$ cat src/hdl/pwm_pkg.sv
// constants shared by the sixteen-channel pwm output block
package pwm_pkg;
  localparam int          CHANNELS      = 16;
  localparam int          ADDR_W        = 8;
  localparam int          DUTY_W        = 8;
  localparam int          NIB_W         = 4;
  // register byte offsets, one aligned word each
  localparam logic [7:0]  OFF_DUTY_BASE = 8'h00;
  localparam logic [7:0]  OFF_DUTY_LAST = 8'h3c;
  localparam logic [7:0]  OFF_POL_LO    = 8'h40;
  localparam logic [7:0]  OFF_POL_HI    = 8'h44;
  localparam logic [7:0]  OFF_OE_LO     = 8'h48;
  localparam logic [7:0]  OFF_OE_HI     = 8'h4c;
  localparam logic [7:0]  OFF_DIR_ONE   = 8'h50;
  localparam logic [7:0]  OFF_DIR_TWO   = 8'h54;
  localparam logic [7:0]  OFF_LVL_ONE   = 8'h58;
  localparam logic [7:0]  OFF_LVL_TWO   = 8'h5c;
  localparam logic [7:0]  OFF_CLK_CTRL  = 8'h60;
  localparam logic [7:0]  OFF_SYS_CTRL  = 8'h64;
  localparam logic [7:0]  OFF_COUNT     = 8'h68;
  // word index field of the address
  localparam int          IDX_LSB       = 2;
  localparam int          IDX_MSB       = 5;
  // fields
  localparam int          BIT_CLK_GATE  = 0;
  localparam int          BIT_CLK_PICK  = 1;
  localparam int          BIT_HIGH_WIN  = 0;
  // reset values, last count nibble and sync pattern
  localparam logic [7:0]  RST_BYTE      = 8'h00;
  localparam logic [31:0] RST_WORD      = 32'h0000_0000;
  localparam logic [3:0]  NIB_LAST      = 4'hf;
  localparam logic [1:0]  SYNC_ONES     = 2'b11;
endpackage

$ cat src/hdl/sixteen_channel_pwm.sv
// sixteen-channel pwm output block with apb register slave and pin muxing
//
// Decided for this implementation: the register offsets and the APB register port.

module sixteen_channel_pwm (
  // clock and reset
  input  wire logic        clk,
  input  wire logic        rst_n,
  // standby requests from chip mode logic, same clock
  input  wire logic        softStandby,
  input  wire logic        hwStandby,
  // apb slave
  input  wire logic        psel,
  input  wire logic        penable,
  input  wire logic        pwrite,
  input  wire logic [7:0]  paddr,
  input  wire logic [31:0] pwdata,
  output logic      [31:0] prdata,
  output logic             pready,
  output logic             pslverr,
  // shared pins
  output logic      [15:0] pinOut,
  output logic      [15:0] pinOe
);

  localparam int CH = pwm_pkg::CHANNELS;

  // reset release through two flip-flops
  logic [1:0] rstSync;
  logic       rstLocal_n;

  always_ff @(posedge clk or negedge rst_n) begin
    if (!rst_n) begin
      rstSync <= '0;
    end else begin
      rstSync <= {rstSync[0], 1'b1};
    end
  end

  // take the second flop directly: a decoded reset could glitch into the async pins
  assign rstLocal_n = rstSync[1];

  // registers
  logic [7:0]  duty       [CH];
  logic [7:0]  next_duty  [CH];
  logic [15:0] polarity;
  logic [15:0] next_polarity;
  logic [15:0] outSelect;
  logic [15:0] next_outSelect;
  logic [15:0] direction;
  logic [15:0] next_direction;
  logic [15:0] portLevel;
  logic [15:0] next_portLevel;
  logic        clockGate;
  logic        next_clockGate;
  logic        clockChoice;
  logic        next_clockChoice;
  logic        highWindow;
  logic        next_highWindow;

  // bus answer
  logic [31:0] next_prdata;
  logic        next_pready;
  logic        next_pslverr;

  // time base
  logic [7:0]  count;
  logic [7:0]  next_count;
  logic        divPhase;
  logic        next_divPhase;
  logic        tick;
  logic [7:0]  activeDuty      [CH];
  logic [7:0]  next_activeDuty [CH];
  logic [15:0] next_pinOut;
  logic [15:0] next_pinOe;

  // access phase strobes; the answer comes one cycle into the access phase
  logic        accessNow;
  logic        isDuty;
  logic        dutyBlocked;
  logic [3:0]  dutyIdx;

  assign accessNow   = psel && penable && !pready;
  assign isDuty      = (paddr <= pwm_pkg::OFF_DUTY_LAST) && (paddr[1:0] == 2'b00);
  assign dutyIdx     = paddr[pwm_pkg::IDX_MSB:pwm_pkg::IDX_LSB];
  assign dutyBlocked = isDuty && highWindow;

  // extra pulse placement: basic pulse k takes one when the bit-reversed
  // complement of k is below the lower nibble, spreading them evenly
  function automatic logic extraHere(input logic [3:0] pulseNo, input logic [3:0] lower);
    logic [3:0] inv;
    logic [3:0] rev;
    inv = ~pulseNo;
    rev = {inv[0], inv[1], inv[2], inv[3]};
    return rev < lower;
  endfunction

  function automatic logic [15:0] byteWord(input logic [7:0] lo, input logic [7:0] hi, input logic pickHi,
                                           input logic [7:0] data);
    return pickHi ? {data, lo} : {hi, data};
  endfunction

  // register file next values
  always_comb begin
    for (int i = 0; i < CH; i++) begin
      next_duty[i] = duty[i];
    end
    next_polarity    = polarity;
    next_outSelect   = outSelect;
    next_direction   = direction;
    next_portLevel   = portLevel;
    next_clockGate   = clockGate;
    next_clockChoice = clockChoice;
    next_highWindow  = highWindow;
    if (accessNow && pwrite) begin
      if (isDuty) begin
        if (!highWindow) begin
          next_duty[dutyIdx] = pwdata[7:0];
        end
      end else begin
        case (paddr)
          pwm_pkg::OFF_POL_LO: begin
            next_polarity = byteWord(polarity[7:0], polarity[15:8], 1'b0, pwdata[7:0]);
          end
          pwm_pkg::OFF_POL_HI: begin
            next_polarity = byteWord(polarity[7:0], polarity[15:8], 1'b1, pwdata[7:0]);
          end
          pwm_pkg::OFF_OE_LO: begin
            next_outSelect = byteWord(outSelect[7:0], outSelect[15:8], 1'b0, pwdata[7:0]);
          end
          pwm_pkg::OFF_OE_HI: begin
            next_outSelect = byteWord(outSelect[7:0], outSelect[15:8], 1'b1, pwdata[7:0]);
          end
          pwm_pkg::OFF_DIR_ONE: begin
            next_direction = byteWord(direction[7:0], direction[15:8], 1'b0, pwdata[7:0]);
          end
          pwm_pkg::OFF_DIR_TWO: begin
            next_direction = byteWord(direction[7:0], direction[15:8], 1'b1, pwdata[7:0]);
          end
          pwm_pkg::OFF_LVL_ONE: begin
            next_portLevel = byteWord(portLevel[7:0], portLevel[15:8], 1'b0, pwdata[7:0]);
          end
          pwm_pkg::OFF_LVL_TWO: begin
            next_portLevel = byteWord(portLevel[7:0], portLevel[15:8], 1'b1, pwdata[7:0]);
          end
          pwm_pkg::OFF_CLK_CTRL: begin
            next_clockGate   = pwdata[pwm_pkg::BIT_CLK_GATE];
            next_clockChoice = pwdata[pwm_pkg::BIT_CLK_PICK];
          end
          pwm_pkg::OFF_SYS_CTRL: begin
            next_highWindow = pwdata[pwm_pkg::BIT_HIGH_WIN];
          end
          default: ;
        endcase
      end
    end
    // standby clears after any write in the same cycle
    if (softStandby || hwStandby) begin
      for (int i = 0; i < CH; i++) begin
        next_duty[i] = pwm_pkg::RST_BYTE;
      end
    end
    if (hwStandby) begin
      next_polarity  = {pwm_pkg::RST_BYTE, pwm_pkg::RST_BYTE};
      next_outSelect = {pwm_pkg::RST_BYTE, pwm_pkg::RST_BYTE};
    end
  end

  always_ff @(posedge clk or negedge rstLocal_n) begin
    if (!rstLocal_n) begin
      for (int i = 0; i < CH; i++) begin
        duty[i] <= pwm_pkg::RST_BYTE;
      end
      polarity    <= {pwm_pkg::RST_BYTE, pwm_pkg::RST_BYTE};
      outSelect   <= {pwm_pkg::RST_BYTE, pwm_pkg::RST_BYTE};
      direction   <= {pwm_pkg::RST_BYTE, pwm_pkg::RST_BYTE};
      portLevel   <= {pwm_pkg::RST_BYTE, pwm_pkg::RST_BYTE};
      clockGate   <= 1'b0;
      clockChoice <= 1'b0;
      highWindow  <= 1'b0;
    end else begin
      for (int i = 0; i < CH; i++) begin
        duty[i] <= next_duty[i];
      end
      polarity    <= next_polarity;
      outSelect   <= next_outSelect;
      direction   <= next_direction;
      portLevel   <= next_portLevel;
      clockGate   <= next_clockGate;
      clockChoice <= next_clockChoice;
      highWindow  <= next_highWindow;
    end
  end

  // bus answer: read data, ready and error are all registered
  always_comb begin
    next_prdata  = pwm_pkg::RST_WORD;
    next_pready  = accessNow;
    next_pslverr = 1'b0;
    if (accessNow) begin
      if (isDuty) begin
        next_pslverr = dutyBlocked;
        if (!pwrite && !dutyBlocked) begin
          next_prdata[7:0] = duty[dutyIdx];
        end
      end else begin
        case (paddr)
          pwm_pkg::OFF_POL_LO: begin
            next_prdata[7:0] = polarity[7:0];
          end
          pwm_pkg::OFF_POL_HI: begin
            next_prdata[7:0] = polarity[15:8];
          end
          pwm_pkg::OFF_OE_LO: begin
            next_prdata[7:0] = outSelect[7:0];
          end
          pwm_pkg::OFF_OE_HI: begin
            next_prdata[7:0] = outSelect[15:8];
          end
          // direction registers are write-only and read back as zero
          pwm_pkg::OFF_DIR_ONE: begin
            next_prdata[7:0] = pwm_pkg::RST_BYTE;
          end
          pwm_pkg::OFF_DIR_TWO: begin
            next_prdata[7:0] = pwm_pkg::RST_BYTE;
          end
          pwm_pkg::OFF_LVL_ONE: begin
            next_prdata[7:0] = portLevel[7:0];
          end
          pwm_pkg::OFF_LVL_TWO: begin
            next_prdata[7:0] = portLevel[15:8];
          end
          pwm_pkg::OFF_CLK_CTRL: begin
            next_prdata[pwm_pkg::BIT_CLK_GATE] = clockGate;
            next_prdata[pwm_pkg::BIT_CLK_PICK] = clockChoice;
          end
          pwm_pkg::OFF_SYS_CTRL: begin
            next_prdata[pwm_pkg::BIT_HIGH_WIN] = highWindow;
          end
          pwm_pkg::OFF_COUNT: begin
            next_prdata[7:0] = count;
          end
          default: begin
            next_pslverr = 1'b1;
          end
        endcase
      end
      if (pwrite) begin
        next_prdata = pwm_pkg::RST_WORD;
      end
    end
  end

  always_ff @(posedge clk or negedge rstLocal_n) begin
    if (!rstLocal_n) begin
      prdata  <= pwm_pkg::RST_WORD;
      pready  <= 1'b0;
      pslverr <= 1'b0;
    end else begin
      prdata  <= next_prdata;
      pready  <= next_pready;
      pslverr <= next_pslverr;
    end
  end

  // count clock: the peripheral clock is clk, so its half rate is every
  // second edge; a stopped clock freezes the count where it stands
  assign tick = clockGate && (!clockChoice || divPhase);

  // shared time base
  always_comb begin
    next_divPhase = !divPhase;
    next_count    = count;
    if (tick) begin
      next_count = count + 8'h01;
    end
  end

  always_ff @(posedge clk or negedge rstLocal_n) begin
    if (!rstLocal_n) begin
      divPhase <= 1'b0;
      count    <= pwm_pkg::RST_BYTE;
    end else begin
      divPhase <= next_divPhase;
      count    <= next_count;
    end
  end

  // working copy of each duty value, swapped at a basic period boundary
  always_comb begin
    for (int i = 0; i < CH; i++) begin
      next_activeDuty[i] = activeDuty[i];
      // a stopped clock has no pulse to cut short, so follow at once
      if ((tick && count[3:0] == pwm_pkg::NIB_LAST) || !clockGate) begin
        next_activeDuty[i] = duty[i];
      end
    end
  end

  always_ff @(posedge clk or negedge rstLocal_n) begin
    if (!rstLocal_n) begin
      for (int i = 0; i < CH; i++) begin
        activeDuty[i] <= pwm_pkg::RST_BYTE;
      end
    end else begin
      for (int i = 0; i < CH; i++) begin
        activeDuty[i] <= next_activeDuty[i];
      end
    end
  end

  // pin drivers, one clock behind the count they follow
  always_comb begin
    logic [3:0] upper;
    logic [3:0] lower;
    logic       wave;
    upper = '0;
    lower = '0;
    wave  = 1'b0;
    for (int i = 0; i < CH; i++) begin
      upper = activeDuty[i][7:4];
      lower = activeDuty[i][3:0];
      // basic pulse on positions 0..upper-1 of each 16-tick period
      wave = (count[3:0] < upper);
      // extra tick in the last position, just ahead of the next rise
      if (count[3:0] == pwm_pkg::NIB_LAST && extraHere(count[7:4], lower)) begin
        wave = 1'b1;
      end
      // with upper nibble 15 and no extra the last tick stays low: 255/256 at most
      next_pinOe[i] = direction[i];
      if (outSelect[i]) begin
        next_pinOut[i] = wave ^ polarity[i];
      end else begin
        next_pinOut[i] = portLevel[i];
      end
      // an input pin carries no level, so nothing stray shows while released
      if (!direction[i]) begin
        next_pinOut[i] = 1'b0;
      end
    end
  end

  always_ff @(posedge clk or negedge rstLocal_n) begin
    if (!rstLocal_n) begin
      pinOut <= '0;
      pinOe  <= '0;
    end else begin
      pinOut <= next_pinOut;
      pinOe  <= next_pinOe;
    end
  end

endmodule

$ cat config.mk
export PLATFORM = sky130hd
export DESIGN_NAME = sixteen_channel_pwm
export DESIGN_NICKNAME = d
export VERILOG_FILES = /design/src/hdl/pwm_pkg.sv /design/src/hdl/sixteen_channel_pwm.sv
export SDC_FILE = /design/constraint.sdc
export NUM_CORES = 1
export LEC_CHECK = 0
export ABC_AREA = 0
export BUFFER_PORTS_ARGS = -buffer_cell sky130_fd_sc_hd__buf_2
export CAP_MARGIN = 25
export CORE_MARGIN = 2
export CORE_UTILIZATION = 50
export DETAILED_ROUTE_END_ITERATION = 8
export MAX_ROUTING_LAYER = met4
export PLACE_DENSITY = 0.77
export SYNTH_ARGS = -nofsm -noshare
export SYNTH_HDL_FRONTEND = slang
export SYNTH_SLANG_ARGS = --single-unit
$ cat constraint.sdc
create_clock -name clk -period 13.9 [get_ports clk]
set_input_delay 2.78 -clock clk [delete_from_list [all_inputs] [get_ports clk]]
set_output_delay 2.78 -clock clk [all_outputs]
set_load 0.05 [all_outputs]
Yosys cells after proc, flatten, opt, wreduce, memory -nomap -nowiden
Cells that the tools add are included.

storage, ports and cells
  output and inout bits = 66
  bits in registers = 400
  word-level logic and storage cells = 260
  bits of input ports = 47

operators by class
  order comparisons = 35
  muxes and demuxes = 78
  bitwise logic cells = 23
  reduce and logical (&&, ||, !) cells = 54
  equality and inequality tests = 18
  add/sub/neg operators = 1

operators by type and width
  cell                                                                    number
  128-bit two-way mux                                                     4
  128-bit bitwise mux                                                     1
  4-bit < comparator                                                      32
  16-bit case mux with 2 select lines                                     4
  16-bit two-way mux                                                      6
  8-bit by 7-bit equality test with 1-bit output (second input constant)  11
  8-bit two-way mux                                                       7
  1-bit two-way mux                                                       51
  6-bit case mux with 7 select lines                                      1
  8-bit binary-select mux with 4-bit select                               1
  8-bit demux with 4-bit select                                           1
  4-bit AND reduction                                                     8
  1-bit logical AND                                                       25
  1-bit XOR                                                               16
  2-bit nonzero test                                                      7
  11-bit OR reduction                                                     1
  2-bit inequality test (second input constant)                           5
  1-bit case mux with 9 select lines                                      1
  3-bit AND reduction                                                     3
  8-bit by 1-bit adder with 8-bit output (second input constant)          1
  8-bit by 6-bit <= comparator with 1-bit output (second input constant)  1
  1-bit case mux with 8 select lines                                      1
  1-bit zero test                                                         6
  5-bit >= comparator (second input constant)                             1
  other kinds (8)                                                         14

Depth between registers and ports, before layout
Gate-level depths: netlist of the first run.

  depth after elaboration = 10
  mapped depth = 9
  depth with buffers taken out = 6

Worst setup path before layout of the first run
OpenSTA, ideal clock, no wires.

  kind = input -> register
  start = input port paddr[1]
  end = register duty[1] in the netlist's numbering
  stages on the path = 6
  data arrival time = 4456 ps
  path buffers = 1
  path slack = 9312 ps
  library setup time = 132 ps
  data required time = 13768 ps
  cell sequence = or3_4 or4_1 buf_6 nor3_4 mux2i_1 nor2_1

between the ends
  cells in the longest elaborated chain, start to end = 4
  elaborated cells between the ends (all ways) = 5
  those cells by class = 1 x order compare; 4 x reduce/logical

ends and longest elaborated chain
  element                                                                                   RTL line                    RTL
  start: declaration                                                                        sixteen_channel_pwm.sv:16   input wire logic [7:0] paddr,
  8-bit by 6-bit <= comparator with 1-bit output / 2-bit zero test (equally long branches)  sixteen_channel_pwm.sv:84   assign isDuty = (paddr <= pwm_pkg::OFF_DUTY_LAST) && (paddr[1:0] == 2'b00);
  1-bit logical AND *                                                                       sixteen_channel_pwm.sv:84
  2-bit nonzero test (no line) *                                                            n/a
  3-bit AND reduction (no line) *                                                           n/a
  end signal: indexed assignment                                                            sixteen_channel_pwm.sv:172  duty[i] <= pwm_pkg::RST_BYTE;
  end signal: indexed assignment                                                            sixteen_channel_pwm.sv:183  duty[i] <= next_duty[i];
  end: declaration                                                                          sixteen_channel_pwm.sv:44   logic [7:0] duty [CH];

Every way passes the cells marked *; elsewhere a longest branch is shown, timed or not.
A chain may end at the register's enable or synchronous reset.

Final worst setup path of the first run
  start = input port paddr[2]
  end = register direction[10]

between the ends
  cells in the longest elaborated chain, start to end = 4
  elaborated cells between the ends (all ways) = 7
  those cells by class = 1 x order compare; 2 x eq/ne; 2 x bitwise; 2 x reduce/logical

ends and longest elaborated chain
  element                                         RTL line                    RTL
  8-bit by 6-bit <= comparator with 1-bit output  sixteen_channel_pwm.sv:84
  1-bit logical AND                               sixteen_channel_pwm.sv:84
  1-bit inverter (no line)                        n/a
  4-bit AND reduction (no line) *                 n/a
  end signal: assignment                          sixteen_channel_pwm.sv:176  direction <= {pwm_pkg::RST_BYTE, pwm_pkg::RST_BYTE};
  end signal: assignment                          sixteen_channel_pwm.sv:187  direction <= next_direction;
  end: declaration                                sixteen_channel_pwm.sv:50   logic [15:0] direction;

Marked as above.

==> results by group, run 1 <==
Synthesis
  • Synth async-reset ratio: 100%
  • Count leader, synth: dfrtp_1
  • Top cells by area, synth: dfrtp_1 49%, mux2_2 9.4%, mux2i_1 6.8%, ha_1 6.4%, mux4_2 3.7%
  • Post-synth EDFFs: 0
  • Post-synth top area share: 49.4%
  • #FFs+latches synth: 376
  • Cell count after synthesis: 1659
  • Commonest cells post-synth: 376 x dfrtp_1, 159 x mux2_2, 155 x nor2_1
  • Sequential area share after synthesis: 49.4%
  • Syn Area/Cell: 11.5 um2
  • Primary FF master, synth: dfrtp_1
  • Synth unique cells: 60
  • Yosys warns: 0
  • Synthesized area: 19100 um2
  • Dominant cell type by area after synthesis: dfrtp_1

Clock network
  • Worst skew pair latency: 0.55 ns
  • # Post-CTS Setup Buffers: 0
  • H-tree depth: 2
  • Num CTS Buffers: 40
  • Sink Count: 376
  • Root buf cell: clkbuf_16
  • CTS tree: done
  • Post-CTS resize count: 0
  • Clock transition at the registers of the reported paths: 0.06 ns
  • Hold-fix buffer count after cts: 0
  • Clock buffer depth: 3

STA
  • Setup TNS Final: 0 ns
  • Crit share post-route: 38.0%
  • Hold Worst Slack: 0.349 ns
  • Worst-Margin Slew: 1.11 ns
  • Final min period: 5.28 ns
  • RSZ-0062 raised after global routing: no
  • Maximum clock rate: 189 MHz
  • Worst relative slew slack: 25.5%
  • Fin. max-slew vios: 0
  • Final setup violation count: 0
  • Final hold vios: 0
  • Clock Skew: 0.0139 ns

Global routing
  • First-pass GRT wire length: 78.7 mm
  • Number of global-route vias before repair: 13722
  • Largest net degree at the start of global routing: 89
  • Initial antenna violation count: 1
  • GRT Total Usage: 27.0%
  • GR Overflow Total: 0

Setup path
  • Worst path arrival time: 5.71 ns
  • Crit. End Element: flip-flop
  • Req. time, crit path: 14.33 ns
  • Crit Path Category: primary input to flip-flop
  • Depth of the worst register-to-register path: 6
  • Crit start category: primary input
  • Crit-path max FO: 49

Hold path
  • HP Class: flip-flop to flip-flop
  • Hold path cells: 0

Place
  • Final HPWL DP: 32.6 mm
  • PortBufs: 64
  • RePlAce Congestion: 0.992

Floorplanning
  • Rows: 71
  • Initial Util: 50.7%
  • DIE AREA: 39700 um2
  • Core Region: 37600 um2
  • Die width: 199 um
  • Chip height: 199 um
  • I/O Pins: 113

Job
  • Max-cap violations: 0

Power and ir drop
  • Pleak: 9.80 nW
  • Combinational share of power: 5.2%
  • Int Power: 1.86 mW
  • Sequential share of power: 45.9%
  • Net Switching: 0.559 mW
  • Clock power frac: 48.9%
  • Total power: 2.42 mW
  • Sw Share: 23.1%
  • VDD IR-drop max: 89.0 uV
  • Pwr Density: 114 nW/um2

Detailed routing
  • Avg WL per Cell: 22.8 um
  • DRT iter0 DRCs: 1322
  • 1st-pass router iterations: 8
  • Vias per std cell: 6.06
  • Vias: 13558
  • Antenna-violating nets left: 0
  • Final wirelength: 51.0 mm
  • Drt drc: 0

Final layout
  • Synthesis-to-finish area growth: 11.5%
  • Layout cell share with drive strength beyond 1: 21.0%
  • # nets final: 1840

Outcome
  • Status: finished clean
## power groups by stage
stage,clock [mW],sequential [mW],combinational [mW]
2_1_floorplan,0,1.14,0.0770
3_3_place_gp,0,1.13,0.119
3_5_place_dp,0,1.13,0.121
4_1_cts,1.19,1.11,0.121
5_1_grt,1.24,1.11,0.134
6_report,1.19,1.11,0.125
## metrics by stage
stage | worst slack [ns] | instances | cell area, um2 | util, %
2_1_floorplan | 2.64 | 1682 | 19100 | -
3_3_place_gp | 8.17 | 2160 | 19700 | 52.4
3_5_place_dp | 8.10 | 2161 | 19700 | 52.4
4_1_cts | 8.64 | 2234 | 21200 | 56.3
5_1_grt | 8.54 | 2239 | 21300 | 56.6
6_report | 8.62 | 2239 | 21300 | 56.6
## cell families (layout without fill, tap and decap cells)
| kind of cell | count (synthesis) | count (layout) | synth area share, % |
|---|---|---|---|
| buffers and inverters | 214 | 259 | 4.89 |
| adder cells (fa/ha/maj) | 97 | 97 | 6.37 |
| AND/OR/NAND/NOR | 414 | 414 | 11.1 |
| AO/OA/AOI/OAI | 229 | 229 | 7.97 |
| multiplexers | 320 | 320 | 19.9 |
| XOR/XNOR | 7 | 7 | 0.322 |
| other | 2 | 26 | 0.0394 |
| flip-flops | 376 | 376 | 49.4 |
## routing by layer
layer | GRT usage, % | part of all wire, %
met3 | 5.82 | 8.1
met5 | - | 0
met1 | 33.4 | 39
met2 | 41.4 | 47
met4 | 15.1 | 5.6
## state kept, by name, summed over array words and instances, names as in the netlist
| signal | flops |
|---|---|
| clockChoice | 1 |
| divPhase | 1 |
| rstSync | 2 |
| polarity | 16 |
| outSelect | 16 |
| prdata | 8 |
| pinOut | 16 |
| duty | 128 |
| pslverr | 1 |
| clockGate | 1 |
| highWindow | 1 |
| direction | 16 |
| portLevel | 16 |
| pready | 1 |
| pinOe | 16 |
| activeDuty | 128 |
| count | 8 |
## critical path: stages
cell and delay, ns:
buf_4 0.35, buf_4 0.67, nor2b_1 0.61, nand3_1 0.73
mux2_2 0.51
## worst paths after layout
| kind | slack, ns | end | startpoint |
|---|---|---|---|
| worst min-delay path | 0.35 | rstSync[1]$_DFF_PN0_ | rstSync[0]$_DFF_PN0_ |
| worst max-delay path | 8.62 | direction[10]$_DFFE_PN0P_ | paddr[2] |
| worst min register to register | 0.35 | rstSync[1]$_DFF_PN0_ | rstSync[0]$_DFF_PN0_ |
| max in group asynchronous | 11.49 | activeDuty[67]$_DFFE_PN0P_ | rstSync[1]$_DFF_PN0_ |
| worst max register to register | 8.91 | activeDuty[59]$_DFFE_PN0P_ | count[0]$_DFFE_PN0P_ |
| min in group asynchronous | 0.42 | duty[42]$_DFFE_PN0P_ | rstSync[1]$_DFF_PN0_ |
## layout make-up
type,instances,area [um2]
clock inverters,21,344
well taps,511,639
multi-input cells,1092,8820
inverters,102,383
repair buffers,84,537
diodes,1,2.50
flip-flops and latches,376,9410
clock buffers,52,1120
fillers,3037,16300
## layout by cell type, fill, tap and decap left out, drive strengths merged, types with 4 or more instances in the layout
master	synthesis	layout
nor2	156	156
a2111oi	4	4
o21ai	61	61
nand3	35	35
nor2b	14	14
xnor2	6	6
a22o	12	12
bufinv	0	9
ha	97	97
mux2	159	159
mux4	31	31
a211oi	36	36
conb	2	25
a21oi	47	47
and3b	16	16
nand3b	19	19
o22ai	7	7
o21bai	16	16
clkbuf	63	52
dfrtp	376	376
clkinv	0	8
inv	102	105
a21boi	4	4
nor3	20	20
a22oi	11	11
and3	23	23
nand2	90	90
nand2b	22	22
buf	49	84
mux2i	130	130
a311o	16	16
Note: power is estimated with default switching activity, not from simulation.
==> run 2, diff against run 1 <==
Settings changed: ABC_AREA 0 to 1, PLACE_DENSITY 0.77 to 0.79.
Clock period 13.9 ns to 4.85 ns, I/O delays scaled along.
==> run 2 against run 1 <==
Against the previous run: sequential power rose to 2.9 times the previous value; clock power up 150%; register-to-register slack worse by 6.9 ns; largest power group is now sequential cells; global-route usage up 2.8 points.
==> results by group, run 2 <==
Outcome
  • Status: finished clean

STA
  • Maximum clock rate: 317 MHz
  • Final hold vios: 0 (unchanged)
  • Fin. max-slew vios: 0 (unchanged)
  • Final setup violation count: 0 (unchanged)
  • Clock Skew: 0.0185 ns (+0.00455 ns)
  • Final min period: 3.16 ns
  • Hold Worst Slack: 0.223 ns (-0.126 ns)
  • Worst relative slew slack: 25.4% (-0.056 points)
  • Setup TNS Final: 0 ns (unchanged)
  • Crit share post-route: 65.1%
  • Worst-Margin Slew: 1.12 ns (+0.00273 ns)
  • RSZ-0062 raised after global routing: no

Clock network
  • Clock buffer depth: 3 (unchanged)
  • # Post-CTS Setup Buffers: 0 (unchanged)
  • CTS tree: done
  • H-tree depth: 2 (unchanged)
  • Root buf cell: clkbuf_16
  • Sink Count: 376 (unchanged)
  • Post-CTS resize count: 0 (unchanged)
  • Worst skew pair latency: 0.54 ns (about the same)
  • Hold-fix buffer count after cts: 0 (unchanged)
  • Clock transition at the registers of the reported paths: 0.06 ns (about the same)
  • Num CTS Buffers: 40 (unchanged)

Global routing
  • Largest net degree at the start of global routing: 206 (+130%)
  • GRT Total Usage: 29.8% (+2.8 points)
  • First-pass GRT wire length: 85.8 mm (+9.1%)
  • Initial antenna violation count: 2 (+1)
  • Met3 Use GR: 5.49% (-0.33 points)
  • Number of global-route vias before repair: 15412 (+12%)
  • Gr busiest metal: met2
  • GR Overflow Total: 0 (unchanged)
  • M2 GR Usage: 44.8% (+3.4 points)
  • Met1 GRT Util: 39.2% (+5.7 points)

Power and ir drop
  • Pwr Density: 320 nW/um2 (+180%)
  • Pleak: 9.81 nW (+0.12%)
  • Total power: 6.58 mW (+170%)
  • VDD IR-drop max: 201 uV (+130%)

Detailed routing
  • 1st-pass router iterations: 5 (-3)
  • Vias: 15723 (+16%)
  • Avg WL per Cell: 19.9 um (-13%)
  • Final wirelength: 55.2 mm (+8.2%)
  • Vias per std cell: 5.67 (-6.4%)
  • Antenna-violating nets left: 0 (unchanged)
  • DRT iter0 DRCs: 1655 (+25%)
  • Drt drc: 0 (unchanged)

Synthesis
  • Largest family of logic cells by synthesized area: simple AND/OR/NAND/NOR gates
  • Top cells by area, synth: dfrtp_1 51%, nand2_1 12%, o21ai_0 7.4%, ha_1 6.5%, inv_1 5.2%
  • Dominant cell type by area after synthesis: dfrtp_1
  • Synth async-reset ratio: 100% (unchanged)
  • Syn Area/Cell: 8.37 um2 (-27%)
  • Primary FF master, synth: dfrtp_1
  • Synth Area in Compound Gates: 13.2% (+5.2 points)
  • Post-synthesis adder-cell area fraction: 6.52% (+0.15 points)
  • Cell count after synthesis: 2225 (+34%)
  • Post-synth top area share: 50.5% (+1.2 points)
  • Synthesized area: 18600 um2 (-2.3%)
  • Simple-Gate Fraction of Synth Area: 20.6% (+9.5 points)
  • Post-synthesis xor/xnor area fraction: 0.329% (+0.0076 points)
  • Post-synth EDFFs: 0 (unchanged)
  • Synth unique cells: 36 (-40%)
  • Count leader, synth: nand2_1
  • Post-synthesis mux area share: 0.726% (-19 points)
  • Commonest cells post-synth: 576 x nand2_1, 376 x dfrtp_1, 276 x o21ai_0
  • Sequential area share after synthesis: 50.5% (+1.2 points)
  • Yosys warns: 0 (unchanged)
  • #FFs+latches synth: 376 (unchanged)

Setup path
  • Crit start category: primary input
  • Crit. End Element: flip-flop
  • Req. time, crit path: 5.27 ns (-9.06 ns)
  • Crit-path max FO: 16 (-67%)
  • Worst path arrival time: 3.57 ns (-2.14 ns)
  • Crit Path Category: primary input to flip-flop

Floorplanning
  • Die width: 197 um (-1.1%)
  • Rows: 70 (-1.4%)
  • Chip height: 197 um (-1.1%)
  • Initial Util: 50.8% (+0.14 points)
  • I/O Pins: 113 (unchanged)
  • DIE AREA: 38800 um2 (-2.3%)
  • Core Region: 36600 um2 (-2.6%)

Final layout
  • Fill count: 3232 (+6.4%)
  • Final Non-Filler Cells: 2773 (+24%)
  • Synthesis-to-finish area growth: 10.5%
  • Regs by FF count: activeDuty (128), duty (128)
  • Layout cell share with drive strength beyond 1: 8.47% (-12 points)
  • Most frequent cells in the layout: 576 x nand2_1, 375 x dfrtp_1, 275 x o21ai_0, 258 x inv_1, 164 x nor2_1
  • Util after Layout: 56.2% (-0.40 points)
  • # nets final: 2421 (+32%)
  • Commonest non-fill, non-tap cell in the layout: nand2_1

Place
  • Final HPWL DP: 37.8 mm (+16%)
  • RePlAce Congestion: 0.997 (+0.51%)
  • PortBufs: 64 (unchanged)
  • # placed instances: 2703 (+25%)

Job
  • Max-cap violations: 0 (unchanged)

Hold path
  • HP Class: primary input to asynchronous set/reset pin
## run 2: changes by cell type after synthesis, sizes merged, moves of 36 or more
cell / delta
o21ai: +239
nand2: +500
mux2i: -130
inv: +164
a211oi: -36
o22ai: +44
mux2: -147
nand3: +85
## run 2: power by group
part	internal (mW)	total (mW)	leakage, nW	switching (mW)
Combinational	0.0911	0.463	4.02	0.372
Clock	1.72	2.95	0.607	1.22
Sequential	3.15	3.17	5.19	0.0198
Total	4.97	6.58	9.81	1.62
## run 2: kinds of logic (layout without fill, tap and decap cells)
group / Yosys count / in the layout
xor+xnor: 7 / 7
compound gates: 457 / 457
fa+ha+maj: 97 / 97
other cells: 2 / 28
flops: 376 / 376
mux: 12 / 12
buf+inv: 361 / 415
simple gates: 913 / 913
## run 2: final cells by class
class	count	area (um2)	share of cell area, %
clock buffer	61	1180	5.74
clock inverter	6	61.3	0.298
multi-input combinational	1511	7800	38.0
inverter	267	1000	4.87
sequential	376	9410	45.8
antenna	3	7.51	0.0365
timing repair buffer	81	505	2.46
tap	468	586	2.85
## run 2: worst paths after layout
| kind | endpoint | start | cells past startpoint | slack (ns) |
|---|---|---|---|---|
| worst max register to register | duty[118]$_DFFE_PN0P_ | pready$_DFF_PN0_ | 5 | 1.97 |
| max in group asynchronous | activeDuty[80]$_DFFE_PN0P_ | rstSync[1]$_DFF_PN0_ | 1 | 3.19 |
| min in group clk | rstSync[1]$_DFF_PN0_ | rstSync[0]$_DFF_PN0_ | 0 | 0.35 |
| worst min-delay path | rstSync[1]$_DFF_PN0_ | rst_n | 1 | 0.22 |
| worst max-delay path | duty[118]$_DFFE_PN0P_ | paddr[0] | 8 | 1.69 |
| worst min register to register | rstSync[1]$_DFF_PN0_ | rstSync[0]$_DFF_PN0_ | 0 | 0.35 |
## run 2: routing by layer
layer / vias to the layer above / part of all wire (%)
li1: 7244 / -
met1: 7579 / 40
met2: 750 / 45
met3: 150 / 9.4
met4: 0 / 5.0
met5: - / 0
## run 2: critical path, cell delays in order
cell and delay [ns]:
buf_2 0.10, inv_1 0.06, nand2_2 0.13, nor2_8 0.23, inv_2 0.18, nor3_4 0.46, nand3_1 0.94, o22ai_1 0.49
## run 2: stage by stage
step                      instance area (um2)  setup slack, ns
final                                   20600             1.69
after global routing                    20600             1.55
after CTS                               20600             1.80
after detailed placement                19300             1.25
after global placement                  19300             1.34
after floorplan                         18700             1.15
==> run 3, diff against run 2 <==
Settings changed: ABC_AREA 1 to 0, PLACE_DENSITY 0.79 to 0.77.
Clock period 4.85 ns to 3.1 ns, I/O delays scaled along.
==> run 3 against run 2 <==
Against the previous run: sequential cell count stayed put; global-route usage decreased by 1.6 points; sequential power rose by 57%; worst setup slack got worse by 1.3 ns; via count fell by 12%; critical endpoint is now pinOut[8]$_DFF_PN0_; largest cell class unchanged; largest power group is now clock.
==> results by group, run 3 (same netlist as run 1, synthesis figures left out) <==
STA
  • Clock Skew: 0.0213 ns (+0.00283 ns)
  • Worst-Margin Slew: 0.980 ns (-0.137 ns)
  • Maximum clock rate: 376 MHz
  • Worst relative slew slack: 34.6% (+9.2 points)
  • Crit share post-route: 85.8%
  • Final hold vios: 0 (unchanged)
  • RSZ-0062 raised after global routing: no
  • Fin. max-slew vios: 0 (unchanged)
  • Final setup violation count: 0 (unchanged)
  • Final min period: 2.66 ns

Final layout
  • Final Non-Filler Cells: 2303 (-17%)
  • Commonest non-fill, non-tap cell in the layout: dfrtp_1
  • Synthesis-to-finish area growth: 14.6%
  • Layout cell share with drive strength beyond 1: 23.8% (+15 points)
  • Antenna fix cells: 0 (-3)
  • # nets final: 1904 (-21%)
  • Regs by FF count: activeDuty (128), duty (128)
  • Most frequent cells in the layout: 375 x dfrtp_1, 159 x mux2_2, 155 x nor2_1, 130 x mux2i_1, 102 x inv_1

Global routing
  • GRT Total Usage: 28.2% (-1.6 points)
  • GR Overflow Total: 0 (unchanged)
  • Number of global-route vias before repair: 14227 (-7.7%)
  • Largest net degree at the start of global routing: 129 (-37%)
  • First-pass GRT wire length: 82.1 mm (-4.3%)
  • Initial antenna violation count: 0 (-2)

Clock network
  • Sink Count: 376 (unchanged)
  • Clock buffer depth: 3 (unchanged)
  • Clock transition at the registers of the reported paths: 0.06 ns (about the same)
  • CTS tree: done
  • Num CTS Buffers: 41 (+2.5%)
  • Root buf cell: clkbuf_16
  • Post-CTS resize count: 0 (unchanged)
  • H-tree depth: 2 (unchanged)
  • # Post-CTS Setup Buffers: 0 (unchanged)
  • Worst skew pair latency: 0.55 ns (about the same)

Floorplanning
  • Die width: 199 um (+1.2%)
  • Initial Util: 50.7% (-0.14 points)
  • Chip height: 199 um (+1.2%)
  • I/O Pins: 113 (unchanged)
  • DIE AREA: 39700 um2 (+2.3%)
  • Core Region: 37600 um2 (+2.6%)
  • Rows: 71 (+1.4%)

Hold path
  • HP Class: flip-flop to flip-flop
  • HP Start: rstSync[0]$_DFF_PN0_
  • Worst hold endpoint: rstSync[1]$_DFF_PN0_
  • Hold path cells: 0

Detailed routing
  • Vias per std cell: 6.02 (+6.2%)
  • DRT iter0 DRCs: 1407 (-15%)
  • Antenna-violating nets left: 0 (unchanged)
  • Vias: 13870 (-12%)
  • Avg WL per Cell: 22.9 um (+15%)
  • Drt drc: 0 (unchanged)
  • Final wirelength: 52.7 mm (-4.5%)
  • 1st-pass router iterations: 6 (+1)

Setup path
  • Crit-path max FO: 17 (+1)
  • Depth of the worst register-to-register path: 6 (+1)
  • Crit start category: flip-flop
  • Req. time, crit path: 3.51 ns (-1.76 ns)
  • Crit Path Category: flip-flop to flip-flop
  • FF-to-FF setup slack: 0.44 ns (-1.53 ns)
  • Worst path arrival time: 3.07 ns (-0.50 ns)
  • FF-to-FF End: pinOut[8]$_DFF_PN0_
  • RR Startpoint: count[5]$_DFFE_PN0P_
  • Crit. End Element: flip-flop

Place
  • # placed instances: 2227 (-18%)
  • RePlAce Congestion: 1.01 (+1.6%)
  • PortBufs: 64 (unchanged)
  • Final HPWL DP: 35.4 mm (-6.4%)

Outcome
  • Status: finished clean

Job
  • Max-cap violations: 0 (unchanged)

Power and ir drop
  • Total power: 10.9 mW (+66%)
  • Pleak: 10.1 nW (+3.4%)
  • Pwr Density: 500 nW/um2 (+56%)
  • VDD IR-drop max: 342 uV (+70%)
## run 3: through the flow
step	util [%]	setup WS, ns	hold WS, ns	setup TNS [ns]	instance area [um2]
6_report	58.1	0.441	0.349	0	21800
5_1_grt	58.1	0.355	0.377	0	21800
4_1_cts	58.1	0.549	0.352	0	21800
3_5_place_dp	54.2	0.284	0.339	0	20400
3_3_place_gp	54.2	0.379	0.332	0	20400
2_1_floorplan	-	-0.603	0.324	-225.66	19100
## run 3: area by class of cell
type / count / area, um2
Inverter: 102 / 383
Clock inverter: 20 / 293
Clock buffer: 55 / 1180
Sequential cell: 376 / 9410
Multi-Input combinational cell: 1092 / 8820
Timing Repair Buffer: 147 / 1110
Tap cell: 511 / 639
Fill cell: 2973 / 15700
## run 3: worst max-delay path: stages, from the launching register on
cell     delay [ns]
dfrtp_1        0.42
inv_1          0.73
ha_1           0.29
o21ai_0        0.07
o21ai_0        0.46
a21oi_1        0.18
a311o_1        0.35
## run 3: routing by layer
layer	vias up	global-route usage, %	wire length (um)
met2	678	44.9	25200
met3	172	5.15	4310
met1	6978	35.1	20700
met5	-	-	0
li1	6042	-	-
met4	0	13.4	2570
## run 3: what timing repair did
action,4_1_cts,5_1_grt
endpoints found under the hold margin,2,0
setup endpoints to repair,0,0
hold buffers,1,0
## run 3: how the worst max path moves through the flow
stage	from	end	slack [ns]	cells past startpoint
floorplan	rstSync[1]$_DFF_PN0_	activeDuty[0]$_DFFE_PN0P_	-0.60	0
global placement	paddr[2]	prdata[6]$_DFF_PN0_	0.38	6
detailed placement	paddr[3]	portLevel[5]$_DFFE_PN0P_	0.28	7
CTS	count[5]$_DFFE_PN0P_	pinOut[8]$_DFF_PN0_	0.55	6
global route	count[5]$_DFFE_PN0P_	pinOut[8]$_DFF_PN0_	0.36	6
finish	count[5]$_DFFE_PN0P_	pinOut[8]$_DFF_PN0_	0.44	6
## run 3: power by group
part / internal [mW] / switching (mW) / total [mW]
clock: 3.27 / 2.05 / 5.32
sequential: 4.92 / 0.0520 / 4.98
combinational: 0.171 / 0.462 / 0.633
total: 8.36 / 2.57 / 10.9
